--- src/design/uamp_pkg.sv ---
// Shared constants, frame helpers and the register map of the multiprocessor serial link.
// Assumes both ends are compiled against this package before the interface and modules.
//
// Functional notes
// Receive on falling, transmit on rising baud edge
// Mode bit selects idle-line 0, address-bit 1
// Both modes work with either timing
// Bit is 8 baud periods async, 1 iso
// Frame: start, 1-8 data, options, stop
// Idle bit is high period between frames
// Ten or more idle bits mark address
// Each address frame starts a new block
// Address-bit mode: extra bit after data
// Transmitter sends wake flag as address bit
// Wake flag cleared when buffer moves to shifter
// First write after wake set is address
// Idle-line wake write sends idle gap instead
// Software sets wake, dummy-writes, waits, writes address
// Wake cleared same cycle ready flag sets
// Action enable raises transmit request on move
// Software keeps gaps long before addresses only
// Transmitter and receiver run concurrently
// Only one device drives a line
// Receive wake flag shows buffered frame kind
// Sleep passes only address frames to buffer
// Saturating idle counter latched at start bit
package uamp_pkg;
   // ------------------------------------------------
   // Register map (byte addresses)
   // ------------------------------------------------
   localparam int ADDR_W = 5;
   localparam logic [4:0] OFF_COMM = 5'h00; // comm_control_reg
   localparam logic [4:0] OFF_TXCTL = 5'h04; // tx_control_reg
   localparam logic [4:0] OFF_RXCTL = 5'h08; // rx_control_reg
   localparam logic [4:0] OFF_TXBUF = 5'h0C; // tx_data_buffer
   localparam logic [4:0] OFF_RXBUF = 5'h10; // rx_data_buffer
   // comm_control_reg fields
   localparam int CCR_LEN_LSB = 0; // data length minus one, 3 bits
   localparam int CCR_ADDR_MODE = 3; // 0 idle-line, 1 address-bit
   localparam int CCR_ISO = 4; // 1 isosynchronous timing
   localparam int CCR_PAR_EN = 5; // parity bit present
   localparam int CCR_PAR_ODD = 6; // odd parity
   localparam int CCR_TWO_STOP = 7; // second stop bit
   localparam logic [7:0] CCR_RST = 8'h07; // 8 data bits, idle-line, async
   // control register fields
   localparam int WAKE_BIT = 1; // tx_wake_flag / rx_wake_flag
   localparam int READY_BIT = 2; // tx_ready_flag / receive ready
   localparam int ENA_BIT = 3; // tx_action_enable / sleep enable
   // ------------------------------------------------
   // Timing
   // ------------------------------------------------
   localparam int BAUD_HALF_DEF = 4; // clk cycles per half baud period
   localparam int FRAME_W = 13; // longest frame
   localparam logic [2:0] SUB_LAST = 3'h7; // last of 8 baud periods per bit
   localparam logic [2:0] START_CHK_LAST = 3'h3; // first four samples low
   localparam logic [2:0] VOTE_FIRST = 3'h3; // 4th, 5th, 6th samples vote
   localparam logic [2:0] VOTE_LAST = 3'h5;
   localparam logic [2:0] SAMPLE_MID = 3'h4; // single mid sample at the peer
   localparam logic [3:0] IDLE_ADDR_MIN = 4'hA; // idle bits that mark an address
   localparam logic [3:0] IDLE_GAP_BITS = 4'hB; // idle period sent on a wake write

   typedef enum logic [1:0] {UAMP_IDLE = 2'b01, UAMP_BUSY = 2'b10} uamp_state_type;

   // Frame length in bits including start and stop bits
   function automatic logic [3:0] uamp_flen(input logic [2:0] lm1, input logic pe, input logic am,
                                            input logic ts);
      uamp_flen = 4'(lm1) + 4'h3 + 4'(pe) + 4'(am) + 4'(ts);
   endfunction

   // Frame bits, LSB first: start, data, address, parity, stops
   function automatic logic [FRAME_W-1:0] uamp_frame(input logic [7:0] d, input logic [2:0] lm1,
                                                     input logic pe, input logic po,
                                                     input logic am, input logic ab);
      logic [FRAME_W-1:0] v;
      logic p;
      int k;
      v = '1;
      v[0] = 1'b0;
      p = po;
      for (int i = 0; i < 8; i++) begin
         if (i <= int'(lm1)) begin
            v[i+1] = d[i];
            p = p ^ d[i];
         end
      end
      k = int'(lm1) + 2;
      if (am) begin
         v[k] = ab;
         p = p ^ ab;
         k = k + 1;
      end
      if (pe) begin
         v[k] = p;
      end
      uamp_frame = v;
   endfunction

   // Data field of a received frame
   function automatic logic [7:0] uamp_rx_data(input logic [FRAME_W-1:0] v, input logic [2:0] lm1);
      logic [7:0] d;
      d = 8'h00;
      for (int i = 0; i < 8; i++) begin
         if (i <= int'(lm1)) begin
            d[i] = v[i+1];
         end
      end
      uamp_rx_data = d;
   endfunction
endpackage

--- src/design/uamp_link_if.sv ---
// Serial link between the device and a peer: baud clock and two data lines.
// Assumes the device makes the baud clock; lines idle high.
`timescale 1ns/10ps
interface uamp_link_if;
   logic baud_clk; // Baud clock made by the device
   logic serial_tx_line; // Device to peer
   logic serial_rx_line; // Peer to device
   modport dev(output baud_clk, output serial_tx_line, input serial_rx_line);
   modport peer(input baud_clk, input serial_tx_line, output serial_rx_line);
endinterface

--- src/design/uamp_device.sv ---
// Device end: register-driven transmitter and receiver with multiprocessor addressing.
// Assumes a single clk domain; the peer line is asynchronous and is synchronised here.
`timescale 1ns/10ps
module uamp_device #(
   parameter int BAUD_HALF = uamp_pkg::BAUD_HALF_DEF
) (
   // Clock and reset
   input wire logic clk,
   input wire logic rstn,
   // Serial link
   uamp_link_if.dev link,
   // Register port
   input wire logic [uamp_pkg::ADDR_W-1:0] reg_addr,
   input wire logic [31:0] reg_wdata,
   input wire logic reg_wr,
   input wire logic reg_rd,
   output logic [31:0] reg_rdata,
   // Event requests
   output logic tx_request,
   output logic rx_request
);
   import uamp_pkg::*;

   // ------------------------------------------------
   // Declarations
   // ------------------------------------------------
   logic [7:0] div_cnt; // Baud divider
   logic baud_q; // Baud clock level
   logic rise_tick, fall_tick; // Baud edges
   logic [7:0] comm_control_reg; // Frame and mode config
   logic tx_wake_flag, tx_action_enable, sleep_en;
   logic [7:0] tx_data_buffer; // Pending character
   logic tx_full; // Buffer holds a character
   logic tx_load; // Buffer to shifter move
   uamp_state_type tx_state;
   logic [FRAME_W-1:0] tx_shift_register; // Bits still to send
   logic [3:0] tx_bits; // Bits left
   logic [2:0] tx_sub; // Baud period within bit
   logic tx_line; // Driven line level
   logic rx_s1, rx_s2; // Line synchroniser
   uamp_state_type rx_state;
   logic [FRAME_W-1:0] rx_shift_register; // Received bits
   logic [3:0] rx_idx; // Next bit index
   logic [2:0] rx_sub; // Sample within bit
   logic [2:0] vote; // Majority samples
   logic [3:0] idle_bits; // Saturating idle count
   logic [2:0] idle_sub;
   logic gap_ok; // Gap before this frame was long
   logic [7:0] rx_data_buffer;
   logic rx_wake_flag, rx_ready;
   logic bit_end, rx_val, rx_abort, rx_done, rx_is_addr, rx_deliver;
   logic [2:0] lm1;
   logic pe, po, am, iso, ts;

   assign lm1 = comm_control_reg[CCR_LEN_LSB +: 3];
   assign am = comm_control_reg[CCR_ADDR_MODE];
   assign iso = comm_control_reg[CCR_ISO];
   assign pe = comm_control_reg[CCR_PAR_EN];
   assign po = comm_control_reg[CCR_PAR_ODD];
   assign ts = comm_control_reg[CCR_TWO_STOP];

   // ------------------------------------------------
   // Baud clock
   // ------------------------------------------------
   // Divider toggles the baud clock; edges mark tx and rx moments
   always_ff @(posedge clk) begin
      if (!rstn) begin
         div_cnt <= 8'h00;
         baud_q <= 1'b0;
      end else if (div_cnt == 8'(BAUD_HALF - 1)) begin
         div_cnt <= 8'h00;
         baud_q <= ~baud_q;
      end else begin
         div_cnt <= div_cnt + 8'h01;
      end
   end
   assign rise_tick = (div_cnt == 8'(BAUD_HALF - 1)) && !baud_q;
   assign fall_tick = (div_cnt == 8'(BAUD_HALF - 1)) && baud_q;
   assign link.baud_clk = baud_q;

   // ------------------------------------------------
   // Registers
   // ------------------------------------------------
   // Software configuration
   always_ff @(posedge clk) begin
      if (!rstn) begin
         comm_control_reg <= CCR_RST;
         tx_action_enable <= 1'b0;
         sleep_en <= 1'b0;
      end else if (reg_wr) begin
         if (reg_addr == OFF_COMM) begin
            comm_control_reg <= reg_wdata[7:0];
         end
         if (reg_addr == OFF_TXCTL) begin
            tx_action_enable <= reg_wdata[ENA_BIT];
         end
         if (reg_addr == OFF_RXCTL) begin
            sleep_en <= reg_wdata[ENA_BIT];
         end
      end
   end

   // Wake flag: a fresh software write beats the hardware clear
   always_ff @(posedge clk) begin
      if (!rstn) begin
         tx_wake_flag <= 1'b0;
      end else if (reg_wr && reg_addr == OFF_TXCTL) begin
         tx_wake_flag <= reg_wdata[WAKE_BIT];
      end else if (tx_load) begin
         tx_wake_flag <= 1'b0;
      end
   end

   // Transmit buffer and its fill state
   always_ff @(posedge clk) begin
      if (!rstn) begin
         tx_data_buffer <= 8'h00;
         tx_full <= 1'b0;
      end else begin
         tx_full <= (tx_full && !tx_load) || (reg_wr && reg_addr == OFF_TXBUF);
         if (reg_wr && reg_addr == OFF_TXBUF) begin
            tx_data_buffer <= reg_wdata[7:0];
         end
      end
   end

   // Read mux, zero for unmapped addresses
   always_ff @(posedge clk) begin
      if (!rstn) begin
         reg_rdata <= 32'h0;
      end else begin
         reg_rdata <= 32'h0;
         if (reg_rd) begin
            unique case (reg_addr)
               OFF_COMM: reg_rdata <= {24'h0, comm_control_reg};
               OFF_TXCTL: reg_rdata <= {28'h0, tx_action_enable, !tx_full, tx_wake_flag, 1'b0};
               OFF_RXCTL: reg_rdata <= {28'h0, sleep_en, rx_ready, rx_wake_flag, 1'b0};
               OFF_RXBUF: reg_rdata <= {24'h0, rx_data_buffer};
               default: reg_rdata <= 32'h0;
            endcase
         end
      end
   end

   // ------------------------------------------------
   // Transmitter
   // ------------------------------------------------
   assign tx_load = (tx_state == UAMP_IDLE) && tx_full;
   assign tx_request = tx_load && tx_action_enable;

   // Shift engine, independent of the receiver
   always_ff @(posedge clk) begin
      if (!rstn) begin
         tx_state <= UAMP_IDLE;
         tx_shift_register <= '1;
         tx_bits <= 4'h0;
         tx_sub <= 3'h0;
         tx_line <= 1'b1;
      end else if (tx_load) begin
         tx_state <= UAMP_BUSY;
         tx_sub <= 3'h0;
         if (!am && tx_wake_flag) begin
            tx_shift_register <= '1;
            tx_bits <= IDLE_GAP_BITS;
         end else begin
            tx_shift_register <= uamp_frame(tx_data_buffer, lm1, pe, po, am, tx_wake_flag);
            tx_bits <= uamp_flen(lm1, pe, am, ts);
         end
      end else if (tx_state == UAMP_BUSY && rise_tick) begin
         if (tx_sub == 3'h0) begin
            if (tx_bits == 4'h0) begin
               tx_state <= UAMP_IDLE;
            end else begin
               tx_line <= tx_shift_register[0];
               tx_shift_register <= {1'b1, tx_shift_register[FRAME_W-1:1]};
               tx_bits <= tx_bits - 4'h1;
            end
         end
         tx_sub <= iso ? 3'h0 : tx_sub + 3'h1;
      end
   end
   assign link.serial_tx_line = tx_line;

   // ------------------------------------------------
   // Receiver
   // ------------------------------------------------
   // Two-stage synchroniser for the incoming line
   always_ff @(posedge clk) begin
      if (!rstn) begin
         rx_s1 <= 1'b1;
         rx_s2 <= 1'b1;
      end else begin
         rx_s1 <= link.serial_rx_line;
         rx_s2 <= rx_s1;
      end
   end

   assign bit_end = iso || rx_sub == SUB_LAST;
   assign rx_val = iso ? rx_s2 : (vote[0] & vote[1]) | (vote[0] & vote[2]) | (vote[1] & vote[2]);
   assign rx_abort = !iso && rx_idx == 4'h0 && rx_sub <= START_CHK_LAST && rx_s2;
   assign rx_done = rx_state == UAMP_BUSY && fall_tick && !rx_abort && bit_end
                    && rx_idx == uamp_flen(lm1, pe, am, 1'b0) - 4'h1;
   assign rx_is_addr = am ? rx_shift_register[4'(lm1) + 4'h2] : gap_ok;
   assign rx_deliver = rx_done && (!sleep_en || rx_is_addr);
   assign rx_request = rx_deliver;

   // Idle-bit counter, saturating, latched at each start bit
   always_ff @(posedge clk) begin
      if (!rstn) begin
         idle_bits <= 4'h0;
         idle_sub <= 3'h0;
         gap_ok <= 1'b0;
      end else if (fall_tick && rx_state == UAMP_IDLE) begin
         if (rx_s2) begin
            idle_sub <= iso ? 3'h0 : idle_sub + 3'h1;
            if ((iso || idle_sub == SUB_LAST) && idle_bits != IDLE_ADDR_MIN) begin
               idle_bits <= idle_bits + 4'h1;
            end
         end else begin
            gap_ok <= idle_bits >= IDLE_ADDR_MIN;
            idle_bits <= 4'h0;
            idle_sub <= 3'h0;
         end
      end
   end

   // Frame sampler on falling baud edges
   always_ff @(posedge clk) begin
      if (!rstn) begin
         rx_state <= UAMP_IDLE;
         rx_shift_register <= '1;
         rx_idx <= 4'h0;
         rx_sub <= 3'h0;
         vote <= 3'h0;
      end else if (fall_tick) begin
         if (rx_state == UAMP_IDLE) begin
            if (!rx_s2) begin
               rx_state <= UAMP_BUSY;
               rx_shift_register <= '1;
               rx_shift_register[0] <= 1'b0;
               rx_idx <= iso ? 4'h1 : 4'h0;
               rx_sub <= 3'h1;
            end
         end else if (rx_abort) begin
            rx_state <= UAMP_IDLE; // Noise, not a start bit
         end else begin
            if (!iso && rx_sub >= VOTE_FIRST && rx_sub <= VOTE_LAST) begin
               vote[2'(rx_sub - VOTE_FIRST)] <= rx_s2;
            end
            if (bit_end) begin
               rx_shift_register[rx_idx] <= rx_val;
               rx_idx <= rx_idx + 4'h1;
               if (rx_done) begin
                  rx_state <= UAMP_IDLE;
               end
            end
            rx_sub <= rx_sub + 3'h1;
         end
      end
   end

   // Receive buffer, wake and ready; a new frame beats the read clear
   always_ff @(posedge clk) begin
      if (!rstn) begin
         rx_data_buffer <= 8'h00;
         rx_wake_flag <= 1'b0;
         rx_ready <= 1'b0;
      end else if (rx_deliver) begin
         rx_data_buffer <= uamp_rx_data(rx_shift_register, lm1);
         rx_wake_flag <= rx_is_addr;
         rx_ready <= 1'b1;
      end else if (reg_rd && reg_addr == OFF_RXBUF) begin
         rx_ready <= 1'b0;
      end
   end
endmodule

--- src/flat_wrapper.sv ---
// flat-port wrapper written by rule: the top's interface ports become plain ports
module uamp_device_flat import uamp_pkg::*;
#(
   parameter int BAUD_HALF = uamp_pkg::BAUD_HALF_DEF
)
  (clk, rstn, reg_addr, reg_wdata, reg_wr, reg_rd, reg_rdata, tx_request, rx_request, link_baud_clk, link_serial_tx_line, link_serial_rx_line);
  uamp_link_if link_i ();
  input wire logic clk;
  input wire logic rstn;
  input wire logic [uamp_pkg::ADDR_W-1:0] reg_addr;
  input wire logic [31:0] reg_wdata;
  input wire logic reg_wr;
  input wire logic reg_rd;
  output logic [31:0] reg_rdata;
  output logic tx_request;
  output logic rx_request;
  output wire logic [$bits(link_i.baud_clk)-1:0] link_baud_clk;
  output wire logic [$bits(link_i.serial_tx_line)-1:0] link_serial_tx_line;
  input wire logic [$bits(link_i.serial_rx_line)-1:0] link_serial_rx_line;
  assign link_baud_clk = link_i.baud_clk;
  assign link_serial_tx_line = link_i.serial_tx_line;
  assign link_i.serial_rx_line = link_serial_rx_line;
  uamp_device #(.BAUD_HALF(BAUD_HALF)) u_core (.clk(clk), .rstn(rstn), .link(link_i), .reg_addr(reg_addr), .reg_wdata(reg_wdata), .reg_wr(reg_wr), .reg_rd(reg_rd), .reg_rdata(reg_rdata), .tx_request(tx_request), .rx_request(rx_request));
endmodule
--- config.mk ---
export PLATFORM = sky130hd
export DESIGN_NAME = uamp_device_flat
export DESIGN_NICKNAME = d
export VERILOG_FILES = /design/src/design/uamp_pkg.sv /design/src/design/uamp_link_if.sv /design/src/design/uamp_device.sv /design/src/flat_wrapper.sv
export SDC_FILE = /design/constraint.sdc
export NUM_CORES = 1
export LEC_CHECK = 0
export BUFFER_PORTS_ARGS = -buffer_cell sky130_fd_sc_hd__buf_2
export CORE_ASPECT_RATIO = 1.5
export CORE_UTILIZATION = 40
export CTS_CLUSTER_SIZE = 8
export DETAILED_ROUTE_END_ITERATION = 8
export PLACE_DENSITY = 0.66
export SLEW_MARGIN = 40
export SYNTH_ARGS = -nofsm -noshare
export SYNTH_HDL_FRONTEND = slang
export SYNTH_SLANG_ARGS = --single-unit
--- constraint.sdc ---
create_clock -name clk -period 4.8 [get_ports clk]
set_input_delay 0.96 -clock clk [delete_from_list [all_inputs] [get_ports clk]]
set_output_delay 0.96 -clock clk [all_outputs]
set_load 0.1 [all_outputs]
==> metrics.txt <==
outcome complete, no violations; worst hold endpoint u_core.rx_s2; CTS Hold Bufs 0; Hold Path Depth 1; Post-DRT Antenna Nets 0; FF-to-FF End u_core.rx_data_buffer[6]; CTS clock-pin slew for the worst setup and hold paths 0.07 ns; top post-synthesis cells by area dfxtp_1 33%, ha_1 6.3%, nand2_1 5.0%; r2r worst-path depth 13; Most used DFF post-synth dfxtp_1; area growth from synthesis to layout 8.296%; Core ar. 15,630 sq um; WP data arrival 3.49 ns; H-tree Lvls 3; synthesized instance count 760; share of cells above drive strength 1 0.1045; FF-to-FF Start u_core.comm_control_reg[0]; clock skew 0.008807 ns; fin crit share 0.9273; CTS tree done; die width 105.0 microns; Seq cells post-synth 105; critical path class flop to output port; fin crit period 4.451 ns; Max-Cap Viols 0; first-pass GRT wire length 25,640 microns; unrepaired setup endpoints after global routing no; Post-CTS Setup Inserts 0; first-pass iteration count of the detailed router 5; Tot GR Track Use 0.1997; final hold violations 0; mapped cell area 6365 sq um; total leakage power 2.705 nW; Ys Warns 0; sequential fraction of the synthesis area 0.3303; final HPWL from detailed placement 11,540 microns; final setup margin 0.3489 ns; vias 5,315; fmax 0.2247 GHz; vias in the first global route 5,023; number of DRC markers in iteration 0 256; initial antenna violation count 1; Avg Cell Area, Syn 8.375 sq um; CP Launch Type flop; setup TNS 0 ns; CP required 3.84 ns; root buf cell clkbuf_16; Slew Viols, Final 0; Least-Margin Pin Slew 0.8242 ns; post-cts sizing count 0; launch point of the worst path u_core.comm_control_reg[0]; routed vias/inst 5.429; largest net degree at the start of global routing 89; Final setup viols 0; CTS Sinks 105; PwrDens 257.8 nW/um^2; fillers 1,550; Synth async-reset ratio 0; grt ovf 0; total die area 16,430 sq um; critical hold path startpoint u_core.rx_s1; Hold WC Path Type flop to flop; CTS Buf Count 9; # nets final 845; I/O Buffers 29; wire per inst 15.94 microns; cell type with the largest total area after synthesis dfxtp_1; # DRC 0; Post-Route WL 15,610 microns; Slew headroom 0.4482; Crit Path Max Fanout 16; Distinct cells, synth 78; CTS Buffer Depth 2; Regs by FF count u_core.rx_shift_register: 13 flops, u_core.tx_shift_register: 13 flops; row count 56; gp weighted congestion 0.8832; Post-synth EDFFs 0; count leader, synth dfxtp_1; Skew-Pair Late Insertion Delay 0.36 ns; synth cell count leaders 105 x dfxtp_1, 85 x nand2_1, 60 x nor2_1; I/O pin cnt 78; Synth top area share 0.3303; initial core utilization 0.4074; flop2flop setup slack 1.55 ns; Die Y 156.5 microns; post-layout util 0.4411; dpl ws 0.7175 ns; Peak VDD IR 0.0002283 V; Worst Setup End Kind output port
[layer usage]
metal  vias up  GRT usage  part of all wire
met4         0     0.1140             0.049
met3        42    0.03332             0.036
met5         -          0                 0
li1       2668          -                 -
met1      2489     0.2236              0.40
met2       116     0.3570              0.51
[per-stage QoR]
step	total power [mW]	hold WS, ns	std cells	cell area (sq um)
finish	1.777	0.4392	979	6893
global route	1.843	0.4638	979	6893
CTS	1.795	0.4515	978	6890
detailed placement	1.075	0.4271	962	6601
global placement	1.074	0.4259	962	6589
floorplan	1.061	0.3863	783	6451
[layout by cell type (no fill, tap or decap), types with 4 or more instances in the layout]
| master | count |
|---|---|
| dfxtp_1 | 105 |
| a31oi_1 | 14 |
| o211ai_1 | 7 |
| mux2i_1 | 30 |
| a211oi_1 | 5 |
| xor2_1 | 12 |
| a21boi_0 | 11 |
| and2_1 | 9 |
| nand4_1 | 10 |
| conb_1 | 24 |
| nor2b_1 | 28 |
| clkbuf_16 | 9 |
| a22oi_1 | 4 |
| ha_1 | 32 |
| a21oi_1 | 32 |
| nor3b_1 | 6 |
| xnor2_1 | 11 |
| o21ai_1 | 7 |
| inv_1 | 30 |
| and3_1 | 14 |
| o31ai_1 | 5 |
| buf_4 | 10 |
| buf_2 | 28 |
| nand3_1 | 49 |
| o2111ai_1 | 4 |
| nor3_1 | 16 |
| nand2_1 | 85 |
| nor2_1 | 59 |
| nand2b_1 | 10 |
| nand3b_1 | 5 |
| o21ai_0 | 25 |
[worst max path at each step]
stage | end | cells past startpoint
final | rx_request | 12
after global placement | rx_request | 12
after floorplan | rx_request | 14
after detailed placement | rx_request | 12
after global routing | rx_request | 12
after CTS | rx_request | 12
[worst max-delay path, stage by stage (launching register included)]
cell,delay (ns)
dfxtp_1,0.31
inv_1,0.21
ha_1,0.27
inv_1,0.05
ha_1,0.15
inv_1,0.05
fa_1,0.48
ha_1,0.32
xor2_1,0.14
nand4b_1,0.15
nor4_4,0.42
o21a_4,0.35
buf_12,0.21
[power by group]
| group | internal, mW | switching, mW | total, mW | leakage (nW) |
|---|---|---|---|---|
| Sequential | 0.877 | 0.00786 | 0.885 | 0.848 |
| Combinational | 0.0325 | 0.137 | 0.169 | 1.71 |
| Clock | 0.363 | 0.360 | 0.723 | 0.145 |
[kinds of logic after synthesis]
logic type | synth area share
other cells | 0.0005892
simple gates | 0.2605
mux | 0.06487
xor+xnor | 0.04600
fa+ha+maj | 0.06605
compound gates | 0.1588
buf+inv | 0.07293
flops | 0.3303
[final cells by class]
type / count / area, sq um / area share
Clock buffer: 9 / 225.2 / 0.03267
Tap cell: 203 / 254.0 / 0.03685
Clock inverter: 7 / 63.81 / 0.009258
Inverter: 30 / 112.6 / 0.01634
Timing Repair Buffer: 39 / 235.2 / 0.03413
Sequential cell: 105 / 2102 / 0.3050
Multi-Input combinational cell: 585 / 3897 / 0.5654
Antenna cell: 1 / 2.502 / 0.0003630
Note: power is estimated with default switching activity, not from simulation.
